$ cat config.mk
export PLATFORM = sky130hd
export DESIGN_NAME = trap_and_interrupt_sequencer
export DESIGN_NICKNAME = d
export VERILOG_FILES = /design/src/trap_seq_pkg.sv /design/src/context_stack.sv /design/src/trap_and_interrupt_sequencer.sv
export VERILOG_INCLUDE_DIRS = /design/src
export SDC_FILE = /design/constraint.sdc
export NUM_CORES = 1
export LEC_CHECK = 0
export BUFFER_PORTS_ARGS = -buffer_cell sky130_fd_sc_hd__buf_4
export CAP_MARGIN = 20
export CORE_MARGIN = 10
export CORE_UTILIZATION = 40
export DETAILED_ROUTE_END_ITERATION = 16
export HOLD_SLACK_MARGIN = 0.05
export SKIP_CTS_REPAIR_TIMING = 1
export SYNTH_ARGS = -nofsm -noshare
export SYNTH_HDL_FRONTEND = slang
export SYNTH_SLANG_ARGS = --single-unit
$ cat constraint.sdc
create_clock -name clock_i -period 75.7 [get_ports clock_i]
set_input_delay 7.57 -clock clock_i [delete_from_list [all_inputs] [get_ports clock_i]]
set_output_delay 7.57 -clock clock_i [all_outputs]
set_load 0.02 [all_outputs]
$ cat src/trap_seq_regs.svh
// Constants for the trap and interrupt sequencer: vectors, trap levels, bit slots.
// Assumes 24-bit program addresses and 16-bit data addresses.
`ifndef TRAP_SEQ_REGS_SVH
`define TRAP_SEQ_REGS_SVH
`define RESET_VECTOR 24'h000000
`define PRI_TABLE_BASE 24'h000004
`define ALT_TABLE_BASE 24'h000084
`define PROG_END 24'h00ffff
`define STACK_FLOOR 16'h0800
`define NUM_IRQ 54
`define IRQ_IW 6
`define IRQ_VEC_OFS 6'h08
`define LVL_MATH 4'hb
`define LVL_ADDR 4'hc
`define LVL_STACK 4'hd
`define LVL_OSC 4'he
`define LVL_HARD_MIN 4'hc
`define VEC_OSC 6'h01
`define VEC_ADDR 6'h02
`define VEC_STACK 6'h03
`define VEC_MATH 6'h04
`define T_MATH 0
`define T_ADDR 1
`define T_STACK 2
`define T_OSC 3
`define RC_EXT 0
`define RC_POR 1
`define RC_WDT 2
`define RC_UNINIT 3
`define RC_ILLEGAL 4
`define RC_BROWNOUT 5
`define RC_TRAP 6
`define STK_DEPTH 16
`define STK_AW 4
`define STK_W 33
`define ENTRY_PC_TOP 23
`define ENTRY_LVL_LSB 29
`endif

$ cat src/trap_seq_pkg.sv
// Types shared by the trap and interrupt sequencer files.
// Assumes trap_seq_regs.svh supplies the numeric constants.
package trap_seq_pkg;
    typedef enum logic [1:0] {
        ST_RESET = 2'b00,
        ST_BOOT = 2'b01,
        ST_RUN = 2'b10,
        ST_VECT = 2'b11
    } seq_state_t;
    typedef logic [3:0] cpu_level_t;
    typedef logic [2:0] irq_prio_t;
endpackage

$ cat src/context_stack.sv
// Small LIFO holding exception context (level, status flags, return address).
// Assumes the caller never pushes beyond its depth; an overflow wraps.
`timescale 1ns/10ps
`include "trap_seq_regs.svh"
module context_stack (
    input wire logic clock_i,
    input wire logic reset_n_i,
    input wire logic clk_en_i,
    input wire logic flush_i,
    input wire logic push_i,
    input wire logic pop_i,
    input wire logic [`STK_W-1:0] wdata_i,
    output logic [`STK_W-1:0] rdata_o
);
    logic [`STK_W-1:0] mem_ff [`STK_DEPTH];
    logic [`STK_AW-1:0] sp_ff;

    always_ff @(posedge clock_i or negedge reset_n_i) begin
        if (!reset_n_i) begin
            sp_ff <= '0;
        end else if (clk_en_i) begin
            if (flush_i) begin
                sp_ff <= '0;
            end else if (push_i) begin
                sp_ff <= sp_ff + 1'b1;
            end else if (pop_i) begin
                sp_ff <= sp_ff - 1'b1;
            end
        end
    end

    always_ff @(posedge clock_i) begin
        if (clk_en_i && push_i && !flush_i) begin
            mem_ff[sp_ff] <= wdata_i;
        end
    end

    always_ff @(posedge clock_i or negedge reset_n_i) begin
        if (!reset_n_i) begin
            rdata_o <= '0;
        end else if (clk_en_i && pop_i) begin
            rdata_o <= mem_ff[sp_ff - 1'b1];
        end
    end
endmodule

$ cat src/trap_and_interrupt_sequencer.sv
// Exception sequencer: reset entry, trap detection and priority, interrupt arbitration.
// Assumes the core reports instruction boundaries and fetches vectors on request.
`timescale 1ns/10ps
`include "trap_seq_regs.svh"
module trap_and_interrupt_sequencer (
    input wire logic clock_i,
    input wire logic reset_n_i,
    input wire logic clk_en_i,
    input wire logic ext_reset_n_i,
    input wire logic por_i,
    input wire logic osc_fail_i,
    input wire logic watchdog_timeout_i,
    input wire logic uninit_w_ptr_i,
    input wire logic illegal_op_exec_i,
    input wire logic instr_flushed_i,
    input wire logic brownout_reset_i,
    input wire logic instr_done_i,
    input wire logic [23:0] pc_i,
    input wire logic [4:0] status_flags_i,
    input wire logic div_by_zero_i,
    input wire logic math_trap_en_i,
    input wire logic acc_ovf31_i,
    input wire logic guard_bits_used_i,
    input wire logic acc_ovf39_i,
    input wire logic saturation_en_i,
    input wire logic shift_over_max_i,
    input wire logic misaligned_i,
    input wire logic data_unimpl_i,
    input wire logic prog_data_unimpl_i,
    input wire logic fetch_in_vector_i,
    input wire logic mac_class_i,
    input wire logic x_access_in_y_i,
    input wire logic y_access_in_x_i,
    input wire logic branch_unimpl_i,
    input wire logic exec_unimpl_pc_i,
    input wire logic sp_write_i,
    input wire logic [15:0] sp_value_i,
    input wire logic [15:0] stack_limit_reg_i,
    input wire logic [3:0] trap_flag_clear_i,
    input wire logic [6:0] reset_cause_clear_i,
    input wire logic [`NUM_IRQ-1:0] irq_event_i,
    input wire logic [`NUM_IRQ-1:0] irq_flag_clear_i,
    input wire logic [`NUM_IRQ-1:0] int_enable_regs_i,
    input wire logic [3*`NUM_IRQ-1:0] irq_prio_i,
    input wire logic level_wr_i,
    input wire logic [2:0] level_wdata_i,
    input wire logic nesting_disable_i,
    input wire logic alt_table_select_i,
    input wire logic return_from_irq_i,
    input wire logic vector_valid_i,
    input wire logic [23:0] vector_data_i,
    output logic core_reset_o,
    output logic pc_load_o,
    output logic [23:0] pc_value_o,
    output logic vector_fetch_o,
    output logic [23:0] vector_addr_o,
    output logic [3:0] cpu_priority_level_o,
    output logic trap_level_flag_o,
    output logic core_stall_o,
    output logic [3:0] pending_traps_o,
    output logic [`NUM_IRQ-1:0] int_flag_regs_o,
    output logic [6:0] reset_cause_o,
    output logic trap_conflict_reset_flag_o
);
    trap_seq_pkg::seq_state_t state_ff;
    trap_seq_pkg::cpu_level_t level_ff;
    trap_seq_pkg::cpu_level_t hard_busy_ff;
    trap_seq_pkg::cpu_level_t hard_top;
    trap_seq_pkg::cpu_level_t trap_lvl;
    trap_seq_pkg::irq_prio_t best_prio;
    logic [`IRQ_IW-1:0] best_idx;
    logic [5:0] trap_vec;
    logic [`NUM_IRQ-1:0] irq_pend;
    logic [3:0] trap_evt;
    logic [3:0] trap_win;
    logic [6:0] cause_evt;
    logic [`IRQ_IW-1:0] irq_depth_ff;
    logic ext_s1_ff, ext_s2_ff, por_s1_ff, por_s2_ff, osc_s1_ff, osc_s2_ff, osc_d_ff;
    logic vec_bad_ff, pop_d_ff, conflict, reset_evt;
    logic boundary, trap_take, irq_take, take;
    logic [`STK_W-1:0] push_data;
    logic [`STK_W-1:0] pop_data;
    logic [23:0] tbl_base;

    // External reset, power-on and oscillator fail pins cross into this clock through two flops before any use
    always_ff @(posedge clock_i or negedge reset_n_i) begin
        if (!reset_n_i) begin
            ext_s1_ff <= 1'b1;
            ext_s2_ff <= 1'b1;
            por_s1_ff <= 1'b0;
            por_s2_ff <= 1'b0;
            osc_s1_ff <= 1'b0;
            osc_s2_ff <= 1'b0;
            osc_d_ff <= 1'b0;
        end else if (clk_en_i) begin
            ext_s1_ff <= ext_reset_n_i;
            ext_s2_ff <= ext_s1_ff;
            por_s1_ff <= por_i;
            por_s2_ff <= por_s1_ff;
            osc_s1_ff <= osc_fail_i;
            osc_s2_ff <= osc_s1_ff;
            osc_d_ff <= osc_s2_ff;
        end
    end

    always_comb begin
        trap_evt[`T_MATH] = div_by_zero_i || shift_over_max_i || (math_trap_en_i &&
            ((acc_ovf31_i && !guard_bits_used_i) || (acc_ovf39_i && !saturation_en_i)));
        trap_evt[`T_ADDR] = misaligned_i || data_unimpl_i || prog_data_unimpl_i
            || fetch_in_vector_i || (mac_class_i && (x_access_in_y_i || y_access_in_x_i))
            || branch_unimpl_i || exec_unimpl_pc_i || vec_bad_ff;
        trap_evt[`T_STACK] = sp_write_i &&
            (sp_value_i > stack_limit_reg_i || sp_value_i < `STACK_FLOOR);
        trap_evt[`T_OSC] = osc_s2_ff && !osc_d_ff;
    end

    // Highest hard level already pending or in service
    always_comb begin
        hard_top = hard_busy_ff;
        if (pending_traps_o[`T_ADDR] && hard_top < `LVL_ADDR) begin
            hard_top = `LVL_ADDR;
        end
        if (pending_traps_o[`T_STACK] && hard_top < `LVL_STACK) begin
            hard_top = `LVL_STACK;
        end
        if (pending_traps_o[`T_OSC]) begin
            hard_top = `LVL_OSC;
        end
    end

    // Same-cycle hard traps are ordered by priority, not treated as a conflict
    assign conflict = (trap_evt[`T_ADDR] && hard_top > `LVL_ADDR)
        || (trap_evt[`T_STACK] && hard_top > `LVL_STACK);

    assign cause_evt[`RC_EXT] = !ext_s2_ff;
    assign cause_evt[`RC_POR] = por_s2_ff;
    assign cause_evt[`RC_WDT] = watchdog_timeout_i;
    assign cause_evt[`RC_UNINIT] = uninit_w_ptr_i;
    assign cause_evt[`RC_ILLEGAL] = illegal_op_exec_i && !instr_flushed_i;
    assign cause_evt[`RC_BROWNOUT] = brownout_reset_i;
    assign cause_evt[`RC_TRAP] = conflict;
    assign reset_evt = |cause_evt;

    // Reset cause flags survive the resets they report; a new cause beats a clear
    always_ff @(posedge clock_i or negedge reset_n_i) begin
        if (!reset_n_i) begin
            reset_cause_o <= '0;
            trap_conflict_reset_flag_o <= 1'b0;
        end else if (clk_en_i) begin
            reset_cause_o <= (reset_cause_o & ~reset_cause_clear_i) | cause_evt;
            trap_conflict_reset_flag_o <= (trap_conflict_reset_flag_o && !reset_cause_clear_i[`RC_TRAP])
                || conflict;
        end
    end

    // Interrupt flags: an event in the clearing cycle still sets the flag
    always_ff @(posedge clock_i or negedge reset_n_i) begin
        if (!reset_n_i) begin
            int_flag_regs_o <= '0;
        end else if (clk_en_i) begin
            if (reset_evt) begin
                int_flag_regs_o <= '0;
            end else begin
                int_flag_regs_o <= (int_flag_regs_o & ~irq_flag_clear_i) | irq_event_i;
            end
        end
    end

    for (genvar g = 0; g < `NUM_IRQ; g++) begin : g_pend
        assign irq_pend[g] = int_flag_regs_o[g] && int_enable_regs_i[g]
            && (irq_prio_i[3*g +: 3] != 3'h0);
    end

    // Scan from the top so that ties settle on the lowest index
    always_comb begin
        best_prio = 3'h0;
        best_idx = '0;
        for (int i = `NUM_IRQ - 1; i >= 0; i--) begin
            if (irq_pend[i] && irq_prio_i[3*i +: 3] >= best_prio) begin
                best_prio = irq_prio_i[3*i +: 3];
                best_idx = `IRQ_IW'(i);
            end
        end
    end

    // Fixed trap priority: oscillator, stack, address, math
    always_comb begin
        trap_win = 4'h0;
        trap_lvl = 4'h0;
        trap_vec = 6'h00;
        if (pending_traps_o[`T_OSC]) begin
            trap_win[`T_OSC] = 1'b1;
            trap_lvl = `LVL_OSC;
            trap_vec = `VEC_OSC;
        end else if (pending_traps_o[`T_STACK]) begin
            trap_win[`T_STACK] = 1'b1;
            trap_lvl = `LVL_STACK;
            trap_vec = `VEC_STACK;
        end else if (pending_traps_o[`T_ADDR]) begin
            trap_win[`T_ADDR] = 1'b1;
            trap_lvl = `LVL_ADDR;
            trap_vec = `VEC_ADDR;
        end else if (pending_traps_o[`T_MATH]) begin
            trap_win[`T_MATH] = 1'b1;
            trap_lvl = `LVL_MATH;
            trap_vec = `VEC_MATH;
        end
    end

    assign boundary = (state_ff == trap_seq_pkg::ST_RUN) && (instr_done_i || div_by_zero_i);
    assign trap_take = boundary && (trap_lvl > level_ff);
    assign irq_take = boundary && !trap_take && ({1'b0, best_prio} > level_ff)
        && !(nesting_disable_i && irq_depth_ff != '0);
    assign take = trap_take || irq_take;
    assign tbl_base = alt_table_select_i ? `ALT_TABLE_BASE : `PRI_TABLE_BASE;
    assign push_data = {level_ff, status_flags_i, pc_i};

    // Lower pending traps stay visible for software to inspect
    always_ff @(posedge clock_i or negedge reset_n_i) begin
        if (!reset_n_i) begin
            pending_traps_o <= '0;
        end else if (clk_en_i) begin
            if (reset_evt) begin
                pending_traps_o <= '0;
            end else begin
                pending_traps_o <= (pending_traps_o & ~trap_flag_clear_i) | trap_evt;
            end
        end
    end

    // Hard traps hold the core until taken
    always_ff @(posedge clock_i or negedge reset_n_i) begin
        if (!reset_n_i) begin
            core_stall_o <= 1'b0;
        end else if (clk_en_i) begin
            core_stall_o <= !reset_evt && trap_lvl >= `LVL_HARD_MIN && trap_lvl > level_ff && !take;
        end
    end

    always_ff @(posedge clock_i or negedge reset_n_i) begin
        if (!reset_n_i) begin
            state_ff <= trap_seq_pkg::ST_RESET;
            core_reset_o <= 1'b1;
            pc_load_o <= 1'b0;
            pc_value_o <= `RESET_VECTOR;
            vector_fetch_o <= 1'b0;
            vector_addr_o <= `PRI_TABLE_BASE;
            vec_bad_ff <= 1'b0;
        end else if (clk_en_i) begin
            pc_load_o <= 1'b0;
            vector_fetch_o <= 1'b0;
            vec_bad_ff <= 1'b0;
            core_reset_o <= 1'b0;
            if (reset_evt) begin
                state_ff <= trap_seq_pkg::ST_RESET;
                core_reset_o <= 1'b1;
            end else begin
                case (state_ff)
                    trap_seq_pkg::ST_RESET: begin
                        state_ff <= trap_seq_pkg::ST_BOOT;
                    end
                    trap_seq_pkg::ST_BOOT: begin
                        pc_load_o <= 1'b1;
                        pc_value_o <= `RESET_VECTOR;
                        state_ff <= trap_seq_pkg::ST_RUN;
                    end
                    trap_seq_pkg::ST_RUN: begin
                        if (take) begin
                            vector_fetch_o <= 1'b1;
                            vector_addr_o <= tbl_base + {17'h00000, trap_take ? trap_vec
                                : best_idx + `IRQ_VEC_OFS, 1'b0};
                            state_ff <= trap_seq_pkg::ST_VECT;
                        end else if (pop_d_ff) begin
                            pc_load_o <= 1'b1;
                            pc_value_o <= pop_data[`ENTRY_PC_TOP:0];
                        end
                    end
                    trap_seq_pkg::ST_VECT: begin
                        if (vector_valid_i) begin
                            state_ff <= trap_seq_pkg::ST_RUN;
                            if (vector_data_i > `PROG_END) begin
                                vec_bad_ff <= 1'b1;
                            end else begin
                                pc_load_o <= 1'b1;
                                pc_value_o <= vector_data_i;
                            end
                        end
                    end
                    default: begin
                        state_ff <= trap_seq_pkg::ST_RESET;
                    end
                endcase
            end
        end
    end

    // Processor level, nesting depth and hard trap occupancy
    always_ff @(posedge clock_i or negedge reset_n_i) begin
        if (!reset_n_i) begin
            level_ff <= 4'h0;
            irq_depth_ff <= '0;
            hard_busy_ff <= 4'h0;
            pop_d_ff <= 1'b0;
        end else if (clk_en_i) begin
            pop_d_ff <= 1'b0;
            if (reset_evt) begin
                level_ff <= 4'h0;
                irq_depth_ff <= '0;
                hard_busy_ff <= 4'h0;
            end else if (trap_take) begin
                level_ff <= trap_lvl;
                if (trap_lvl >= `LVL_HARD_MIN && trap_lvl > hard_busy_ff) begin
                    hard_busy_ff <= trap_lvl;
                end
            end else if (irq_take) begin
                level_ff <= {1'b0, best_prio};
                irq_depth_ff <= irq_depth_ff + 1'b1;
            end else if (return_from_irq_i && state_ff == trap_seq_pkg::ST_RUN) begin
                pop_d_ff <= 1'b1;
                if (!level_ff[3] && irq_depth_ff != '0) begin
                    irq_depth_ff <= irq_depth_ff - 1'b1;
                end
                if (level_ff >= `LVL_HARD_MIN) begin
                    hard_busy_ff <= 4'h0;
                end
            end else if (pop_d_ff) begin
                level_ff <= pop_data[`STK_W-1:`ENTRY_LVL_LSB];
            end else if (level_wr_i && !nesting_disable_i) begin
                level_ff <= {level_ff[3], level_wdata_i};
            end
        end
    end

    always_ff @(posedge clock_i or negedge reset_n_i) begin
        if (!reset_n_i) begin
            cpu_priority_level_o <= 4'h0;
            trap_level_flag_o <= 1'b0;
        end else if (clk_en_i) begin
            cpu_priority_level_o <= level_ff;
            trap_level_flag_o <= level_ff[3];
        end
    end

    context_stack context_stack_i (
        .clock_i(clock_i),
        .reset_n_i(reset_n_i),
        .clk_en_i(clk_en_i),
        .flush_i(reset_evt),
        .push_i(take),
        .pop_i(return_from_irq_i && !take && state_ff == trap_seq_pkg::ST_RUN),
        .wdata_i(push_data),
        .rdata_o(pop_data)
    );
endmodule

==> results.tsv, run 1 <==
stage	metric	value	unit
placed_design	place_congestion	0.9456	
yosys	synth_cells	2674	
die	die_y	307.2	um
worst_hold_path	hold_path_depth	1	
yosys	yosys.area.top_type	edfxtp_1	
clocking	path_clk_slew	60	ps
power	sw_frac_of_total	24.93	%
die	dieWidth	307.2	um
clocking	clock_latency	640	ps
power	p_comb_share	14.2	%
setup_path	path_class	input pin to flip-flop	
sta	fmax	13.40	MHz
cells_and_area	postLayoutCoreUtil	56.99	%
cells_and_area	final-instance-count-excl-fill	4754	
cells_and_area	post-route-cell-area	46720	um^2
die	num_rows	105	
power	leakage	18.75	nW
setup_path	slowest_stage	or3b_4	
die	pin_count	580	
power	power_density	17.67	nW/um^2
grt	grt_pass1_vias	26829	
setup_path	arrival	74930	ps
die	dieArea	94360	um^2
sta	setup_viol	0	
route	firstDrtPassIters	8	
yosys	synth-edff-count	448	
yosys	yosysUniqueCellTypes	109	
route	drt-vias-per-instance	5.815	
grt	grt_pass1_wl	170600	um
cells_and_area	drive_gt1_share	44.34	%
sta	setup_tns	0	ps
grt	grt_max_degree	80	
clocking	cts_tree	yes	
sta	finClkSkew	62.22	ps
yosys	yosys.area.top_type_share	40.78	%
route	drt_iter0_drc	2501	
route	drc	0	
power	power_frac_seq	44.4	%
cells_and_area	final_common_cell	buf_4	
sta	slew_headroom	19.52	%
setup_path	worst_setup_path_end_kind	flip-flop	
setup_path	cp_data_required_time	76020	ps
job	drv_cap	0	
route	wl_per_cell	26.27	um
yosys	ys_seq_elements	611	
yosys	ys_seq_area_share	53.16	%
yosys	synth-main-ff-cell	edfxtp_1	
cells_and_area	area_growth	41.63	%
die	start_util	40.24	%
yosys	synth.avg_cell_area	12.34	um^2
power	vdd_drop_max	0.01615	mV
yosys	synthArstFlopShare	26.68	%
cells_and_area	layout_common_cells	858 x buf_4, 448 x edfxtp_1, 193 x nand2_1	
sta	whs	476.9	ps
placed_design	dp_hpwl	85730	um
yosys	ys_top_cells_by_area	edfxtp_1 41%, dfrtp_1 12%, mux4_2 9.6%	
grt	grt-ovfl-total	0	
power	p_int	0.6197	mW
worst_hold_path	min_path_type	flip-flop to flip-flop	
setup_path	cpMostUsedCell	nand2b_4	
worst_hold_path	holdCritStartpoint	irq_depth_ff[5]	
power	p_clk_share	41.4	%
die	fp.coreArea	81980	um^2
cells_and_area	fin_nets	4174	
worst_hold_path	hold_end	irq_depth_ff[5]	
route	drtAntennaViolNets	0	
sta	rsz0062_at_grt	true	
sta	timing.final.crit_period	74610	ps
setup_path	cp_num_buf_inv	23	
outcome	outcome	complete, no violations	
setup_path	r2r-end	context_stack_i.mem_ff[1][32]	
route	via_count	27643	
sta	maxSlewViolCount	0	
placed_design	dp.cells	4496	
yosys	synth_area	32990	um^2
placed_design	post_dp_cell_area	40770	um^2
cells_and_area	nFillCells	6670	
placed_design	portBuffers	558	
grt	antenna_found_initial	16	
route	wl	124900	um
setup_path	reg2reg_slack	7420	ps
setup_path	max_stage_delay	420	ps
setup_path	r2r_start	int_flag_regs_o[53]	
clocking	cts_buffer_depth	3	
sta	worst_pin_slew	1192	ps
clocking	cts-htree-levels	3	
setup_path	worstPathMaxFanout	8	
sta	fin_crit_sh	98.56	%
clocking	clock-sinks	611	
setup_path	r2r_cells	384	
grt	grt_usage	23.58	%
power	p_switching	0.2059	mW
sta	hold_viol_final	0	
clocking	cts_root_buffer	clkbuf_16	
clocking	cts_made_buffers	68	
setup_path	cp_top_family	compound AO/OA/AOI/OAI gates	
yosys	synth_warnings	0	
setup_path	crit_path_start_kind	input pin	
==> how the worst max path moves through the flow <==
stage / start / endpoint / slack (ps) / cells past startpoint
floorplan: irq_prio_i[159] / context_stack_i.mem_ff[0][0] / 2 / 372
global placement: irq_prio_i[159] / context_stack_i.mem_ff[0][4] / -3170 / 371
detailed placement: irq_prio_i[159] / irq_depth_ff[5] / -4790 / 372
CTS: irq_prio_i[159] / context_stack_i.mem_ff[0][31] / -4610 / 368
global route: irq_prio_i[161] / irq_depth_ff[5] / -1940 / 389
finish: int_enable_regs_i[53] / context_stack_i.mem_ff[1][32] / 1090 / 387
==> worst reg2reg max path, delay by kind of cell (launching register included) <==
| family | cells | cell delay (ps) |
|---|---|---|
| AND/OR/NAND/NOR | 123 | 15750 |
| AO/OA/AOI/OAI | 155 | 24980 |
| buffers and inverters | 22 | 2770 |
| flip-flops | 1 | 660 |
| multiplexers | 18 | 5680 |
| adder cells (fa/ha/maj) | 66 | 18120 |
==> kinds of logic (layout without fill, tap and decap cells) <==
logic type      Yosys count  after routing  share of synthesized area [%]
simple gates            703            703                          10.56
compound gates          749            749                          16.09
flops                   611            611                          53.16
other cells               1             28                        0.01137
xor+xnor                 10             10                         0.2655
fa+ha+maj               117            117                          4.339
mux                     229            229                          12.48
buf+inv                 254           1237                          3.095
==> synthesized netlist by cell type (all sizes together), types with 24 or more instances <==
master,number
edfxtp,448
nor2,117
nand2,209
o21ai,196
mux2,56
nand3,89
a22o,67
mux2i,33
o21a,24
inv,153
nand2b,64
clkbuf,71
o31ai,41
dfrtp,159
nor3,35
a21oi,108
buf,29
and2,53
mux4,140
ha,100
and3,28
a31oi,33
==> power groups by stage <==
stage,combinational [mW],clock (mW),sequential (mW)
2_1_floorplan,0.0453,0,0.373
3_3_place_gp,0.0914,0,0.373
3_5_place_dp,0.0945,0,0.373
4_1_cts,0.0952,0.347,0.366
5_1_grt,0.127,0.362,0.367
6_report,0.117,0.342,0.367
==> registers in the layout, indices dropped and copies added (netlist names), 2 cells and up <==
register	cells
context_stack_i.mem_ff	448
context_stack_i.rdata_o	28
context_stack_i.sp_ff	4
cpu_priority_level_o	4
hard_busy_ff	4
int_flag_regs_o	54
irq_depth_ff	6
level_ff	4
pc_value_o	24
pending_traps_o	4
reset_cause_o	7
state_ff	2
vector_addr_o	8
==> metal layers <==
layer  share of wire (%)  track usage, %  up-vias
met5               0.048               0        -
met4                 3.3           6.638        8
met3                 7.6           5.621      208
met2                  51           40.49     1131
met1                  38           29.35    13901
li1                    -               -    12395
==> area by class of cell <==
cell class / count / area [um^2] / area share (%)
antenna: 12 / 30.03 / 0.06427
inverter: 154 / 578.1 / 1.237
sequential: 611 / 17540 / 37.55
multi-input combinational: 1824 / 16650 / 35.63
clock inverter: 33 / 478.0 / 1.023
timing repair buffer: 957 / 8242 / 17.64
tap: 1070 / 1339 / 2.865
clock buffer: 93 / 1866 / 3.993
==> metrics by stage <==
stage | power, mW | setup WS (ps)
3_3_place_gp | 0.4645 | -3170
2_1_floorplan | 0.4183 | 2.146
5_1_grt | 0.8560 | -1938
4_1_cts | 0.8086 | -4605
3_5_place_dp | 0.4679 | -4791
6_report | 0.8256 | 1092
Power figures use the tool's default switching activity.
==> run 2, diff against run 1 <==
Settings changed: CORE_ASPECT_RATIO set to 0.6.
==> results.tsv, run 2 (synthesized netlist as in run 1, its figures left out) <==
stage	metric	value	unit	change
outcome	failed_checks	negative setup slack		
die	dieArea	94740	um^2	+0.40%
power	leakage	17.99	nW	-4.1%
setup_path	cpMostUsedCell	ha_1		
placed_design	place_ws	-4293	ps	+498.3 ps
job	drv_cap	0		unchanged
sta	hold_viol_final	0		unchanged
route	wl	119300	um	-4.5%
clocking	cts_root_buffer	clkbuf_16		
setup_path	cp_data_required_time	76050	ps	+30 ps
grt	grt_max_degree	76		-5.0%
cells_and_area	final_common_cell	buf_4		
die	die_y	242.5	um	-21%
cells_and_area	drive_gt1_share	40.86	%	-3.5 points
setup_path	r2r-end	context_stack_i.mem_ff[1][7]		
placed_design	place_congestion	0.9744		+3.0%
grt	grt_pass1_vias	26075		-2.8%
cells_and_area	layout_common_cells	869 x buf_4, 448 x edfxtp_1, 198 x nand2_1		
cells_and_area	fin_nets	4117		-1.4%
die	pin_count	580		unchanged
sta	slew_headroom	11.92	%	-7.6 points
route	drtAntennaViolNets	0		unchanged
outcome	outcome	finished, violations left		
sta	finalWorstSetupSlack	-124.3	ps	-1217 ps
setup_path	reg2reg_slack	6240	ps	-1180 ps
route	wl_per_cell	25.36	um	-3.5%
cells_and_area	final-instance-count-excl-fill	4704		-1.1%
die	start_util	40.44	%	+0.19 points
cells_and_area	nFillCells	6889		+3.3%
sta	rsz0062_at_grt	true		
sta	fin_crit_sh	100.2	%	+1.6 points
sta	timing.final.crit_period	75820	ps	+1217 ps
grt	grt_pass1_wl	170900	um	+0.17%
route	via_count	27123		-1.9%
worst_hold_path	min_path_type	flip-flop to flip-flop		
worst_hold_path	hold_end	vector_addr_o[8]		
worst_hold_path	hold_path_depth	2		+1
setup_path	worst_setup_path_end_kind	flip-flop		
power	power_density	17.18	nW/um^2	-2.8%
route	drt-vias-per-instance	5.766		-0.84%
clocking	path_clk_slew	70	ps	about the same
clocking	cts-htree-levels	2		-1
grt	antenna_found_initial	22		+6
route	drc	0		unchanged
cells_and_area	largest_reg_flops	448		unchanged
sta	fmax	13.19	MHz	-1.6%
setup_path	r2r_cells	383		-0.26%
route	drt_iter0_drc	2416		-3.4%
sta	setup_viol	94		+94
setup_path	max_stage_delay	420	ps	about the same
cells_and_area	max_flop_register	context_stack_i.mem_ff		
placed_design	dp.cells	4508		+0.27%
clocking	clock-sinks	611		unchanged
setup_path	worstPathMaxFanout	7		-1
placed_design	dp_hpwl	88770	um	+3.5%
grt	grt_usage	23.53	%	-0.056 points
worst_hold_path	holdCritStartpoint	vector_addr_o[8]		
die	fp.coreArea	81580	um^2	-0.48%
setup_path	slowest_stage	or3b_4		
clocking	cts_made_buffers	57		-16%
sta	finClkSkew	47.37	ps	-14.85 ps
setup_path	crit_path_start_kind	input pin		
sta	worst_pin_slew	1305	ps	+112.5 ps
placed_design	portBuffers	558		unchanged
die	dieWidth	390.8	um	+27%
power	vdd_drop_max	0.01638	mV	+1.5%
setup_path	arrival	76170	ps	+1240 ps
die	num_rows	81		-23%
cells_and_area	area_growth	35.18	%	
grt	grt-ovfl-total	0		unchanged
cells_and_area	reg_top3	context_stack_i.mem_ff x448, int_flag_regs_o x54, context_stack_i.rdata_o x28		
setup_path	path_class	input pin to flip-flop		
clocking	cts_tree	yes		
sta	whs	483.8	ps	+6.880 ps
clocking	cts_buffer_depth	3		unchanged
clocking	clock_latency	650	ps	about the same
sta	maxSlewViolCount	0		unchanged
route	firstDrtPassIters	6		-2
setup_path	r2r_start	int_flag_regs_o[53]		
-- run 2: cell count changes in the layout (fill, tap and decap cells not counted), sizes merged --
cell | before | now
clkdlybuf4s15 | 1 | 0
diode | 12 | 18
clkinvlp | 1 | 5
buf | 928 | 907
bufinv | 6 | 5
inv | 153 | 160
clkbuf | 121 | 76
clkinv | 27 | 19
-- run 2: worst max path at each step --
stage	slack (ps)	end	startpoint
2_1_floorplan	2	context_stack_i.mem_ff[0][0]	irq_prio_i[159]
3_3_place_gp	-2520	irq_depth_ff[5]	irq_prio_i[159]
3_5_place_dp	-4290	irq_depth_ff[5]	irq_prio_i[159]
4_1_cts	-3930	irq_depth_ff[5]	irq_prio_i[159]
5_1_grt	-3410	context_stack_i.mem_ff[1][7]	int_enable_regs_i[53]
6_report	-120	context_stack_i.mem_ff[1][7]	irq_prio_i[159]
-- run 2: layout make-up --
class,instances,area [um^2],area share (%)
repair buffers,911,7286,16.34
multi-input cells,1824,15950,35.76
diodes,18,45.04,0.1010
inverters,154,578.1,1.296
clock buffers,72,1493,3.347
well taps,1079,1350,3.027
flip-flops and latches,611,17540,39.33
clock inverters,35,357.8,0.8024
-- run 2: power by group --
| part | internal (mW) | switching (mW) | total [mW] |
|---|---|---|---|
| combinational | 0.0556 | 0.0562 | 0.112 |
| sequential | 0.363 | 0.00328 | 0.366 |
| clock | 0.158 | 0.130 | 0.288 |
| total | 0.577 | 0.189 | 0.766 |
-- run 2: stage by stage --
| stage | utilization, % | total power, mW | cell area [um^2] | TNS (ps) |
|---|---|---|---|---|
| 2_1_floorplan | - | 0.4183 | 33260 | 0 |
| 3_3_place_gp | 50.07 | 0.4666 | 40850 | -1219120 |
| 3_5_place_dp | 50.07 | 0.4696 | 40850 | -2127020 |
| 4_1_cts | 52.33 | 0.7580 | 42700 | -1961900 |
| 5_1_grt | 54.66 | 0.7963 | 44600 | -1713420 |
| 6_report | 54.66 | 0.7659 | 44600 | -3606 |
-- run 2: worst max-delay path, delay by kind of cell --
kind	cells	cell delay (ps)
AOI/OAI and AO/OA	154	25310
buffers and inverters	25	3070
adders and majority gates	66	18680
muxes	19	5900
and+or+nand+nor	119	15410
-- run 2: per-layer routing --
layer | up-vias | track usage (%) | part of all wire (%)
met5 | - | 0 | 0.018
met4 | 4 | 5.752 | 2.2
met3 | 143 | 4.056 | 6.6
met2 | 953 | 36.82 | 46
met1 | 13744 | 33.74 | 45
li1 | 12279 | - | -
